File: src/hdl/fp_err_pkg.sv
// Package: shared types and constants for numeric error reporting
package fp_err_pkg;

  // Synchroniser depth for asynchronous pins
  localparam int unsigned SYNC_STAGES = 3;

  // Reset levels
  localparam logic FP_ERROR_IDLE_N = 1'h1;
  localparam logic IGNORE_IDLE_N   = 1'h1;

  // Floating-point status reported by the execution core
  typedef struct packed {
    logic       error_raise;   // Instruction finished with an exception
    logic [5:0] class_flags;   // Exception classes raised
    logic [5:0] class_mask;    // Masks from the unit's control word
    logic       status_clear;  // Software clears pending exception status
  } fpu_event_s;

  // Instruction issue request from the core
  typedef struct packed {
    logic fp_issue;      // Instruction about to issue is floating point
    logic fp_control;    // It is a control-class instruction
  } issue_req_s;

  typedef enum logic [1:0] {
    ST_IDLE,
    ST_PENDING,
    ST_FROZEN
  } err_state_e;

endpackage

File: src/hdl/numeric_error_reporting.sv
// Numeric error reporting: error pin, ignore-error input and issue freeze
`timescale 1ns/1ps
//
// Overview of operation
// - Drive the error pin active when a floating-point instruction raises an error.
// - Errors whose class is masked in the unit's control word do not drive it.
// - Error pin is active low and stays driven during bus hold.
// - Ignore input asserted: keep issuing non-control FP instructions, pin still active.
// - Ignore input deasserted with error pending: freeze at next non-control FP instruction.
// - Native error mode bit set makes the ignore input have no effect.
// - Ignore input is asynchronous, active low, and is synchronised here.
// - In stop-grant or stop-clock, the pin holds its level from before entry.
//
module numeric_error_reporting (
  input  wire logic                   ref_clk,
  input  wire logic                   rst_b,
  input  wire fp_err_pkg::fpu_event_s fpu_event,
  input  wire fp_err_pkg::issue_req_s issue_req,
  input  wire logic                   native_error_mode_bit,
  input  wire logic                   ignore_numeric_error_n,
  input  wire logic                   stop_grant,
  output logic                        fp_error_out_n,
  output logic                        issue_stall,
  output logic                        error_pending
);

  typedef struct packed {
    fp_err_pkg::err_state_e state;
    logic                   err_n;
    logic                   stall;
    logic                   pending;
  } nerr_s;

  nerr_s st_q;
  nerr_s st_d;
  logic  ignore_sync_n;
  logic  unmasked_err;
  logic  ignore_active;

  // Asynchronous ignore input goes through the three-stage filter
  pin_sync #(
    .STAGES    (fp_err_pkg::SYNC_STAGES),
    .RESET_VAL (fp_err_pkg::IGNORE_IDLE_N)
  ) u_ignore_sync (
    .ref_clk   (ref_clk),
    .rst_b     (rst_b),
    .pin_in    (ignore_numeric_error_n),
    .level_out (ignore_sync_n)
  );

  // Only unmasked classes count as a reportable error
  assign unmasked_err = fpu_event.error_raise &&
                        |(fpu_event.class_flags & ~fpu_event.class_mask);
  // Native mode overrides the pin entirely
  assign ignore_active = !ignore_sync_n && !native_error_mode_bit;

  // Pending error state, freeze decision and pin level
  always_comb begin
    st_d = st_q;
    case (st_q.state)
      fp_err_pkg::ST_IDLE: begin
        if (unmasked_err) begin
          st_d.state = fp_err_pkg::ST_PENDING;
        end
      end
      fp_err_pkg::ST_PENDING: begin
        // Clear loses to a new error in the same cycle so no event is dropped
        if (fpu_event.status_clear && !unmasked_err) begin
          st_d.state = fp_err_pkg::ST_IDLE;
        end else if (issue_req.fp_issue && !issue_req.fp_control && !ignore_active) begin
          st_d.state = fp_err_pkg::ST_FROZEN;
        end
      end
      fp_err_pkg::ST_FROZEN: begin
        // Ignore asserted late releases the freeze but keeps the error pending
        if (fpu_event.status_clear && !unmasked_err) begin
          st_d.state = fp_err_pkg::ST_IDLE;
        end else if (ignore_active) begin
          st_d.state = fp_err_pkg::ST_PENDING;
        end
      end
      default: begin
        st_d.state = fp_err_pkg::ST_IDLE;
      end
    endcase
    st_d.pending = (st_d.state != fp_err_pkg::ST_IDLE);
    // Stall is combinational-free: registered freeze state drives it
    st_d.stall   = (st_d.state == fp_err_pkg::ST_FROZEN);
    // Pin stays asserted while pending even when ignored; frozen level in stop-grant
    if (!stop_grant) begin
      st_d.err_n = !st_d.pending;
    end
  end

  always_ff @(posedge ref_clk or negedge rst_b) begin
    if (!rst_b) begin
      st_q <= '{state:   fp_err_pkg::ST_IDLE,
                err_n:   fp_err_pkg::FP_ERROR_IDLE_N,
                stall:   1'h0,
                pending: 1'h0};
    end else begin
      st_q <= st_d;
    end
  end

  // Pin is always driven, never floated, so bus hold has no effect on it
  assign fp_error_out_n = st_q.err_n;
  assign issue_stall    = st_q.stall;
  assign error_pending  = st_q.pending;

endmodule

File: src/hdl/pin_sync.sv
// Three-stage synchroniser with agreement filter for an asynchronous pin
`timescale 1ns/1ps
module pin_sync #(
  parameter int unsigned STAGES = fp_err_pkg::SYNC_STAGES,
  parameter logic        RESET_VAL = 1'h1
) (
  input  wire logic ref_clk,
  input  wire logic rst_b,
  input  wire logic pin_in,
  output logic      level_out
);

  initial begin
    if (STAGES < 3) begin
      $error("pin_sync needs at least three stages");
    end
  end

  typedef struct packed {
    logic [STAGES-1:0] chain;
    logic              level;
  } sync_s;

  sync_s st_q;
  sync_s st_d;

  // Level moves only when the two last stages agree; first stage feeds only the second
  always_comb begin
    st_d       = st_q;
    st_d.chain = {st_q.chain[STAGES-2:0], pin_in};
    if (st_q.chain[STAGES-1] == st_q.chain[STAGES-2]) begin
      st_d.level = st_q.chain[STAGES-1];
    end
  end

  always_ff @(posedge ref_clk or negedge rst_b) begin
    if (!rst_b) begin
      st_q <= '{chain: {STAGES{RESET_VAL}}, level: RESET_VAL};
    end else begin
      st_q <= st_d;
    end
  end

  assign level_out = st_q.level;

endmodule

File: config.mk
export PLATFORM = sky130hd
export DESIGN_NAME = numeric_error_reporting
export DESIGN_NICKNAME = d
export VERILOG_FILES = /design/src/hdl/fp_err_pkg.sv /design/src/hdl/numeric_error_reporting.sv /design/src/hdl/pin_sync.sv
export SDC_FILE = /design/constraint.sdc
export NUM_CORES = 1
export LEC_CHECK = 0
export BUFFER_PORTS_ARGS = -buffer_cell sky130_fd_sc_hd__clkbuf_2
export CAP_MARGIN = 20
export CORE_AREA = 8 8 45 47
export CTS_CLUSTER_SIZE = 24
export DETAILED_ROUTE_END_ITERATION = 7
export DIE_AREA = 0 0 53 55
export PLACE_DENSITY = 0.68
export SLEW_MARGIN = 20
export SYNTH_ARGS = -nofsm -noshare
export SYNTH_HDL_FRONTEND = slang
export SYNTH_SLANG_ARGS = --single-unit
File: constraint.sdc
create_clock -name ref_clk -period 1.55 [get_ports ref_clk]
set_clock_uncertainty 0.15 [all_clocks]
set_input_delay 0.0775 -clock ref_clk [delete_from_list [all_inputs] [get_ports ref_clk]]
set_output_delay 0.0775 -clock ref_clk [all_outputs]
set_load 0.05 [all_outputs]
After elaboration in Yosys (flattened, before gate mapping)
Index checks and enable logic that the tools add are counted.
{"block": "classes", "mul": 0, "muxes": 6, "addsub": 0, "n_div": 0, "bitwise_logic": 2, "eq_ne": 4, "reduce_logical": 14, "n_lt_le_gt_ge": 0, "n_shift": 0}
{"op": "2-bit 2-to-1 mux", "n": 5}
{"op": "6-bit AND", "n": 1}
{"op": "1-bit logical NOT", "n": 6}
{"op": "6-bit inverter", "n": 1}
{"op": "2-bit case mux with 3 select lines", "n": 1}
{"op": "6-bit OR reduction", "n": 1}
{"op": "1-bit logical AND", "n": 5}
{"op": "2-bit == test, second input constant", "n": 2}
{"op": "2-bit by 1-bit == test with 1-bit output, second input constant", "n": 1}
{"op": "2-bit logical NOT", "n": 1}
{"op": "2-bit nonzero test", "n": 1}
{"op": "1-bit == test", "n": 1}
{"block": "word_totals", "n_memories": 0, "input_bits": 21, "register_bits": 9, "out_inout_bits": 3, "ramBits": 0, "latchBits": 0, "romBits": 0}

Depth between registers and ports, before layout
Gate-level depths: netlist of the first run.
{"block": "depth", "depth_word": 10, "ltp_mapped": 4}

Modules after synthesis
Synthesis of the first run repeated with hierarchy kept, for this count alone.
{"block": "hier_totals", "hier_cells": 39, "hier_area_um2": 439.2}
{"mod": "numeric_error_reporting", "seq_area_each_um2": 126.4, "n_inst": 1, "cells_each": 34, "area_per_inst_um2": 322.8}
{"mod": "pin_sync", "seq_area_each_um2": 105.1, "n_inst": 1, "cells_each": 5, "area_per_inst_um2": 116.4}

Worst setup path before layout of the first run
OpenSTA, ideal clock, no wires.
{"block": "synth_path", "path_type": "register -> register", "start": "register st_q[3] (netlist bit)", "end": "register st_q (netlist bit error_pending)", "synth_period_minus_slack_ns": 1.124, "setup_slack_ns": 0.426, "path_stages_with_launch": 5, "arrival_ns": 0.843, "path_cell_list": "dfrtp_1 -> o21bai_1 -> nand2b_1 -> nand2_1 -> a21oi_1"}
{"item": "from (decl)", "line_no": "numeric_error_reporting.sv:34", "text": "nerr_s st_q;"}
{"item": "from (signal assigned)", "line_no": "numeric_error_reporting.sv:97", "text": "st_q <= '{state: fp_err_pkg::ST_IDLE,"}
{"item": "from (signal assigned)", "line_no": "numeric_error_reporting.sv:102", "text": "st_q <= st_d;"}

Final worst setup path of the first run
{"block": "layout_path", "start": "register st_q (netlist bit fp_error_out_n)", "end": "output port fp_error_out_n"}
{"item": "to (decl)", "line_no": "numeric_error_reporting.sv:22", "text": "output logic fp_error_out_n,"}
No word-level cell between the ends.

==> results.txt, run 1 <==
- Outcome: finished, final reports clean
- Post-route cell area: 639.4 sq um
- Across all layers, the routed design uses 406 vias.
* Drt pass-1 iters: 2
* Placed Instance Area: 573.1 sq um
* Cells after Synth: 39
- Min-Delay Startpoint: stop_grant
- Maximum clock frequency: 778.4 MHz
- Global routing used 8.976% of the available tracks.
* Biggest fanout along the worst timing path: 2
- Core footprint: 1384 sq um
* Largest net degree at the start of global routing: 10
- Transition time at the pin with the least slew margin: 0.2792 ns
- Data required time at the worst endpoint: 1.32 ns
- The worst hold path passes through 4 cells.
- Fill cells in the final layout number 139.
- Endpoint type of the worst setup path: primary output
- The die covers 2915 sq um.
* Fraction of layout cells with a size suffix above 1: 51.43%
- STA puts the critical path data arrival time at 1.06 ns.
- Worst min-delay path endpoint: fp_error_out_n
- In the final layout, the multi-input gates occupy 176.4 sq um.
* Buffers and inverters on the worst path: 1
- Setup violations remaining at the end of the flow were counted as 0.
- R2r setup slk: 0.32 ns
- IR analysis of the VDD net gives a maximum drop of 0.3224 mV.
- Total inserted antenna cells: 0
- The HPWL after detailed placement is 905.2 microns.
- Final WL: 1117 microns
- Across the run, the number of max-cap violations was 0.
* Worst hold path type: primary input to register
* Number of enable-type register cells in the synthesized netlist: 0
* Setup Fix Bufs, Post-CTS: 0
- Final GP Congestion: 0.7460
- During I/O placement, the number of pins put on the boundary was 24.
- In this run the number of H-tree levels came out at 1.
* Final nets: 92
- For this run, the leading register cell type out of synthesis is dfstp_2.
* Global-route wire length before repair: 1828 microns
* Vertical extent of the die: 55 microns
* R2r startpoint: st_q[3]
* Share of the cycle needed by the critical path after routing: 82.89%
* CTS buffer count: 3
- Walking the worst path, the cells encountered are clkbuf_2.
- The synthesized netlist occupies a cell area of 437.9 sq um.
- Leak pwr: 0.3278 nW
* Worst-case clock buffer depth: 2
* Cell with the largest stage delay on the worst path: dfstp_2
- Critical path class: register to primary output
- For this run, the number of Yosys warnings is 0.
* Antenna-violating nets left: 0
- RSZ-0062 raised after global routing: false
- Number of unique standard cell types used by synthesis: 20
- Slew Limit Fails: 0
* Category of the worst setup path launch point: register
- For this design the ratio of total power to cell area is 987.0 nW/um^2.
- Using the TritonRoute via totals, the vias-per-cell ratio works out to 4.721.
- Proportion of synthesized flip-flops having asynchronous set or reset: 100.0%
* Beginning of the critical path: fp_error_out_n
- The worst register-to-register path ends at error_pending.
* Root buf cell: clkbuf_4
- After clock tree synthesis, the clock-pin slew on the worst setup and hold paths is 0.06 ns.
- Starting Density: 31.65%
- # DRC: 0
- Hold Fails Final Rpt: 0
- Cell count of the worst reg-to-reg path: 4
- The share of the Yosys chip area taken by registers is 52.86%.
- Each instance of the synthesized netlist takes up on average 11.23 sq um.
- Total of buffers placed on input and output ports: 23
- Initial DRC count: 3
- Clock tree from TritonCTS: done
- Net count after synthesis: 60
- From synthesis to final layout, the design area changed by 46.00%.
- The clock drives 9 sinks.
- Floorplan row count: 14
- The worst path in the final design needs a cycle of 1.285 ns, including I/O delays and setup.
- Setup total negative slack on the finished layout was measured at 0 ns.
- Avg WL per Cell: 12.99 microns
* Footprint of the flip-flops and latches: 231.5 sq um
- Kind of cell with the highest combined delay on the critical path: flip-flops
- The initial antenna violation count came to 0.
* Vias in the first global route: 453
* FF+latch count, synth: 9
- The later pin in the worst-skew pair is clocked with a latency of 0.26 ns.
- Headroom to the max-slew limit came out at 81.47%.
- Final global-route overflow total: 0
- The tightest hold path in the finished design has a slack of 0.02241 ns.
- Chip Width: 53 microns
* Post-cts repair resize count: 0
* CP max stage delay: 0.53 ns
==> how the worst max path moves through the flow <==
| stage | to | cells past startpoint |
|---|---|---|
| after floorplan | error_pending | 4 |
| after global placement | error_pending | 4 |
| after detailed placement | error_pending | 4 |
| after CTS | fp_error_out_n | 1 |
| after global routing | st_q[3] | 6 |
| final | fp_error_out_n | 1 |
==> timing repair <==
action | CTS | global route
hold buffers | 4 | 0
endpoints found under the hold margin | 13 | 0
endpoints found under the setup margin | 0 | 0
==> per-layer routing <==
layer	GRT usage [%]	share of wire [%]
met5	0	0
met4	7.759	1.7
met3	3.476	7.2
met2	16.60	56
met1	7.298	35
==> logic make-up (layout without fill, tap and decap cells) <==
logic type	after synthesis	count (layout)	synth area share (%)
AO/OA/AOI/OAI	10	10	20.00
adder cells (fa/ha/maj)	1	1	2.286
AND/OR/NAND/NOR	9	9	13.72
XOR/XNOR	1	1	2.000
buffers and inverters	8	39	6.857
multiplexers	1	1	2.286
flip-flops	9	9	52.86
==> through the flow <==
stage	total power, mW	instances	setup WS, ns	util, %
2_1_floorplan	0.3909	39	0.4257	-
3_3_place_gp	0.4413	78	0.3778	41.41
3_5_place_dp	0.4463	78	0.3327	41.41
4_1_cts	0.6424	86	0.2514	46.20
5_1_grt	0.6703	86	0.2088	46.20
6_report	0.6310	86	0.2653	46.20
==> final cells by class <==
cell class	count	area share, %
clock buffer	4	4.110
timing repair buffer	27	24.27
sequential	9	36.20
multi-input combinational	22	27.59
inverter	8	4.697
tap	16	3.131
==> state kept, by name, indices dropped and copies added, names as in the netlist <==
name	flops
st_q	2
u_ignore_sync.st_d	2
error_pending	1
fp_error_out_n	1
issue_stall	1
u_ignore_sync.level_out	1
u_ignore_sync.st_q	1
==> cells in the final DEF, fill, tap and decap left out, drive strengths merged, types with 2 or more instances in the layout <==
master / count
a21oi: 3
clkbuf: 27
clkinv: 2
dfrtp: 4
dfstp: 5
dlygate4sd3: 4
inv: 6
nand2: 2
nand2b: 2
nand3: 2
o22ai: 3
==> synthesized netlist by cell type, types with 2 or more instances <==
cell / number / area [sq um]
inv_1: 6 / 22.52
dfstp_2: 5 / 131.4
dfrtp_1: 4 / 100.1
a21oi_1: 3 / 15.01
clkinv_1: 2 / 7.510
nand2_1: 2 / 7.510
nand2b_1: 2 / 12.51
nand3_1: 2 / 10.01
o22ai_2: 2 / 25.02
==> power breakdown <==
part | total (mW) | internal [mW] | switching, mW
combinational | 0.162 | 0.0667 | 0.0950
clock | 0.183 | 0.0993 | 0.0836
sequential | 0.286 | 0.269 | 0.0178
(Power assumes the default switching activity.)
==> inputs of run 2 (changes only) <==
- PLACE_DENSITY: 0.68 -> 0.7
- clock period: 1.55 -> 1.1 ns (I/O delays scaled with it)
==> results.txt, run 2 (synthesis results as in run 1) <==
- Outcome: complete, but fails checks
- The final reports fail on hold timing, setup timing.
- Cells with a size suffix above 1 make up 55.71% of the layout.
- The first global-routing pass estimated 1731 microns of wire.
- Walking the worst path, the cells encountered are clkbuf_16.
- The net count of the finished layout is 92.
- Fraction of power consumed by the clock network: 27.8%
- Depth of the CTS H-tree: 1
* Buffers and inverters on the worst path: 1
- Data on the critical path is required at its endpoint by 0.89 ns.
- For this design, the slowest cell found on the critical path is dfstp_2.
* Source-to-sink clock delay at the later pin of the worst-skew pair: 0.26 ns
* Num ports: 24
* Biggest fanout along the worst timing path: 2
* Final Worst Setup Slack: -0.07180 ns
* Routed length on met1: 406 microns
- The completed layout was analyzed and its total power is 0.9244 mW.
- For the pin with the worst max-slew slack, the measured transition is 0.2810 ns.
- Avg WL per Cell: 11.85 microns
- Share of the cycle needed by the critical path after routing: 106.5%
- Number of sinks on the clock net: 9
- The worst hold path belongs to the class primary input to register.
* VDD IR max: 0.5018 mV
* Fraction of power consumed by sequential logic: 44.3%
* Clock tree from TritonCTS: done
* Final WL: 1019 microns
- Hold timing on the final database bottoms out at a slack of -0.08240 ns.
- The analysis attributes to cell leakage a power of 0.3345 nW.
- At the placement stage, the worst setup path has a slack of -0.08452 ns.
- Final global-route overflow total: 0
- Overall routing resource usage: 8.081%
* Internal power summed over all cells: 0.6440 mW
* Initial antenna violation count: 0
- In this run switching power makes up 30.33% of total power.
- The layout has 133 filler cells.
* Critical path arrival: 0.97 ns
- Floorplan row count: 14
- The tool flagged a number of max-cap violations equal to 0.
* CTS buffer count: 3
- Entering global routing, the biggest net connects 10 pins.
- RSZ-0062 raised after global routing: true
- The worst setup path is captured at a primary output.
- Total of buffers placed on input and output ports: 23
- Category of the worst setup path launch point: register
* Vertical extent of the die: 55 microns
* Final GP Congestion: 0.6906
* Commonest non-fill, non-tap cell in the layout: clkbuf_2
- With fillers left out, the area of the finished cells amounts to 668.1 sq um.
- Root buf cell: clkbuf_4
- Before antenna repair, the detailed router went through 2 iterations.
- After detailed routing, the met2 layer carries 509 microns of wire.
- Worst-case clock buffer depth: 2
* Routed met3 length: 73 microns
- Combinational cells account for 27.9% of the total power.
* Setup violators final: 5
- Critical path class: register to primary output
- Hold Fails Final Rpt: 1
- Total number of vias: 401
- Measured against its own limit, the worst slew margin works out to 81.27%.
- The count of nets left with antenna violations once routing finished came out at 0.
- The final-report max-slew violation count was 0.
- Commonest non-fill, non-tap cells in the layout: 21 x clkbuf_2, 6 x inv_1, 5 x dfstp_2, 4 x dlygate4sd3_1
- The area growth from synthesis to layout is 52.57%.
- Chip Width: 53 microns
* Areal power density over the cells: 1384 nW/um^2
- After detailed routing, the number of vias per cell comes to 4.663.
* Kind of cell with the highest combined delay on the critical path: flip-flops
- Detailed placement finished with a half-perimeter wire length of 850.9 microns.
* Clock-pin slew reported for the worst setup and hold paths after clock tree synthesis: 0.06 ns
* Initial DRC count: 2
- Core footprint: 1384 sq um
- Time the final worst path needs with I/O delays and setup: 1.172 ns
* Vias in the first global route: 424
- Placed Instance Area: 576.8 sq um
- Total inserted antenna cells: 0
- Maximum clock frequency: 853.4 MHz
- # DRC: 0
- For this configuration, the core starts out at a cell density of 31.65%.
* Hold_buf cts: 4
* Die area: 2915 sq um
* Highest signal layer in the routed design: met4
- For this run, the slowest stage of the critical path takes 0.55 ns.
- Setup Fix Bufs, Post-CTS: 0
* Switching power summed over all nets: 0.2804 mW
==> run 2: cell count changes in the layout (fill, tap and decap cells not counted), sizes merged <==
cell,previous run,this run
buf,0,1
clkbuf,27,26
==> run 2: worst min-delay path, stage by stage <==
cell,delay (ns)
clkbuf_2,0.08
or2_4,0.11
a221oi_2,0.05
==> run 2: layout make-up <==
class | instances | area (sq um) | area share (%)
multi-input combinational | 22 | 182.7 | 27.34
clock buffer | 4 | 26.28 | 3.933
sequential | 9 | 234.0 | 35.02
tap | 16 | 20.02 | 2.996
inverter | 8 | 30.03 | 4.494
timing repair buffer | 27 | 175.2 | 26.22
==> run 2: metrics by stage <==
stage	TNS [ns]	std cells	util, %
after detailed placement	-0.1990	78	41.68
after global placement	-0.1390	78	41.68
after global routing	-0.6352	86	48.28
after floorplan	0	39	-
final	-0.2102	86	48.28
after CTS	-0.3098	86	48.10
==> run 2: what timing repair did <==
item / CTS / global route
hold endpoints to repair: 14 / 1
gates resized for setup: 4 / 3
pin swaps: 2 / 1
endpoints found under the setup margin: 5 / 7
==> run 2: layer usage <==
metal | GRT usage [%] | vias up
li1 | - | 197
met1 | 8.346 | 186
met2 | 13.48 | 14
met3 | 2.406 | 4
met4 | 6.466 | 0
met5 | 0 | -
==> run 2: worst paths after layout <==
| path | cells past startpoint | start | to | slack, ns |
|---|---|---|---|---|
| max | 1 | fp_error_out_n | fp_error_out_n | -0.07 |
| min | 3 | native_error_mode_bit | st_q[3] | -0.08 |
| max reg2reg | 4 | st_q[3] | st_q[3] | -0.05 |
| min reg2reg | 0 | u_ignore_sync.st_d[2] | u_ignore_sync.st_d[3] | 0.21 |
| max in group asynchronous | 2 | rst_b | fp_error_out_n | 0.52 |
| min in group asynchronous | 2 | rst_b | issue_stall | 0.03 |
==> run 2: power by group through the flow <==
stage                     registers (mW)  clock network [mW]  logic (mW)
after floorplan                    0.465                   0      0.0894
after CTS                          0.408               0.266       0.260
after global placement             0.408                   0       0.217
after global routing               0.415               0.285       0.281
after detailed placement           0.410                   0       0.222
final                              0.410               0.257       0.258
==> inputs of run 3 (changes only) <==
- SKIP_LAST_GASP: not set -> 1
- TNS_END_PERCENT: not set -> 30
==> results.txt, run 3 (synthesis results as in run 1) <==
- The flow ran to the end, but the final reports show violations.
* Violations in the final reports: hold timing, setup timing
- After layout, the minimum clock period comes to 1.173 ns.
* Avg WL per Cell: 11.83 microns
* Placed Instance Area: 576.8 sq um
- Final WL: 1017 microns
* Leak pwr: 0.3344 nW
* Global-route wire length before repair: 1731 microns
* Final GP Congestion: 0.6906
- TritonCTS built the clock tree.
- Drt via density: 4.616
- Antenna-violating nets left: 0
- Category of the worst setup path launch point: register
* Endpoint type of the worst setup path: primary output
* Worst-case clock buffer depth: 2
* Syn-to-layout area delta: 51.71%
* Total power after layout: 0.9219 mW
* Total number of vias: 397
- In this run, post-CTS hold repair placed 4 buffers.
- The worst setup path is of the register to primary output kind.
- In this run the number of H-tree levels came out at 1.
* Initial antenna violation count: 0
- Maximum clock frequency: 852.3 MHz
* Hold slack: -0.07976 ns
- CP max stage delay: 0.55 ns
- Number of cells after detailed placement: 78
* Initial DRC count: 5
- Total of buffers placed on input and output ports: 23
- Global routing usage on met3: 2.406%
- Buffers and inverters on the worst path: 1
- Setup slack on the critical path of the routed design comes to -0.07326 ns.
- The pre-antenna-repair detailed-routing pass consisted of 4 iterations.
- Setup violations remaining at the end of the flow were counted as 5.
- Met2 usage: 13.48%
- Measured along the y axis, the die boundary spans 55 microns.
- Root buf cell: clkbuf_4
- Data required time at the worst endpoint: 0.89 ns
- Transition time at the pin with the least slew margin: 0.2794 ns
- Biggest fanout along the worst timing path: 2
- The final-report max-slew violation count was 0.
- Source-to-sink clock delay at the later pin of the worst-skew pair: 0.26 ns
- RSZ-0062 raised after global routing: true
- Final global-route overflow total: 0
* Post-route cell area: 664.4 sq um
* Clock-pin slew reported for the worst setup and hold paths after clock tree synthesis: 0.06 ns
* Total inserted antenna cells: 0
- In the routed design, unresolved DRC markers number 0.
- The count of endpoints failing hold in the final timing report is 2.
- Kind of cell with the highest combined delay on the critical path: flip-flops
- Critical register-to-register path endpoint: st_q[3]
- For this run, global-route usage on met1 was measured as 8.346%.
* Max-capacitance violation count: 0
* Cell Count, Final, Fillers Out: 86
* Worst min-delay path endpoint: st_q[3]
* Areal power density over the cells: 1388 nW/um^2
* Commonest non-fill, non-tap cell in the layout: clkbuf_2
* Starting Density: 31.65%
- Floorplan row count: 14
* Fraction of layout cells with a size suffix above 1: 54.29%
- Counting instances, the worst hold path has a depth of 3.
- At the end of the flow, the number of nets in the layout was 92.
- R2r setup slk: -0.06 ns
- Post-CTS timing repair inserted 0 buffers for setup.
* Die area: 2915 sq um
* Number of sinks on the clock net: 9
- The HPWL after detailed placement is 850.9 microns.
- Data on the critical path arrives at its endpoint at 0.97 ns.
- Busiest layer in global routing: met2
* Num ports: 24
* Commonest non-fill, non-tap cells in the layout: 22 x clkbuf_2, 6 x inv_1, 5 x dfstp_2, 4 x dlygate4sd3_1
- VDD IR max: 0.5075 mV
* Core footprint: 1384 sq um
- Min-Delay Startpoint: native_error_mode_bit
- Summed over all failing endpoints, the final setup total negative slack is -0.2549 ns.
- Share of the cycle needed by the critical path after routing: 106.7%
- Vias in the first global route: 426
* CTS buffer count: 3
- R2r startpoint: u_ignore_sync.level_out
- Chip Width: 53 microns
- Cell with the largest stage delay on the worst path: dfstp_2
* Worst hold path type: primary input to register
- Largest net degree at the start of global routing: 10
- Cell count of the worst reg-to-reg path: 2
- The signal on the critical path passes through clkbuf_16.
- For this run, the total global-route usage over all layers was measured as 8.081%.
- Measured against its own limit, the worst slew margin works out to 81.37%.
[run 3: changes by cell type in the layout (fill, tap and decap cells not counted)]
| cell | before | now |
|---|---|---|
| buf_2 | 1 | 0 |
| clkbuf_2 | 21 | 22 |
| dfrtp_1 | 2 | 3 |
| dfrtp_2 | 2 | 1 |
| or2_2 | 0 | 1 |
| or2_4 | 1 | 0 |
[run 3: worst max-delay path by stage]
| stage | from | end | slack (ns) | cells past startpoint |
|---|---|---|---|---|
| finish | fp_error_out_n | fp_error_out_n | -0.07 | 1 |
| global route | st_q[3] | issue_stall | -0.15 | 4 |
| CTS | fp_error_out_n | fp_error_out_n | -0.09 | 1 |
| detailed placement | u_ignore_sync.level_out | st_q[3] | -0.08 | 2 |
| global placement | u_ignore_sync.level_out | st_q[3] | -0.07 | 2 |
| floorplan | u_ignore_sync.level_out | st_q[3] | 0.0006 | 2 |
[run 3: per-stage QoR]
step | setup WS [ns] | utilization [%]
floorplan | 0.0005679 | -
global placement | -0.07062 | 41.68
detailed placement | -0.08452 | 41.68
CTS | -0.08747 | 47.92
global route | -0.1462 | 48.01
finish | -0.07326 | 48.01
[run 3: metal layers]
metal / up-vias / share of wire, %
met1: 184 / 40
met3: 2 / 7.2
met5: - / 0
met2: 14 / 51
met4: 0 / 1.9
li1: 197 / -
[run 3: report_power, final]
part	switching, mW	internal [mW]
Clock	0.118	0.140
Sequential	0.0286	0.380
Combinational	0.134	0.121
[run 3: repair_timing]
item                                    CTS  global route
gates resized for setup                   3             1
pin swaps                                 1             0
endpoints found under the hold margin    14             1
endpoints found under the setup margin    5             7
[run 3: tightest hold or removal path, delay by kind of cell]
kind            cells  cell delay (ns)
simple gates        1             0.11
buf+inv             1             0.07
compound gates      1             0.06
[run 3: final cells by class]
class,instances,area [sq um]
clock buffer,4,26.28
multi-input combinational,22,180.2
fill,135,719.4
sequential,9,232.7
tap,16,20.02
timing repair buffer,27,175.2
inverter,8,30.03
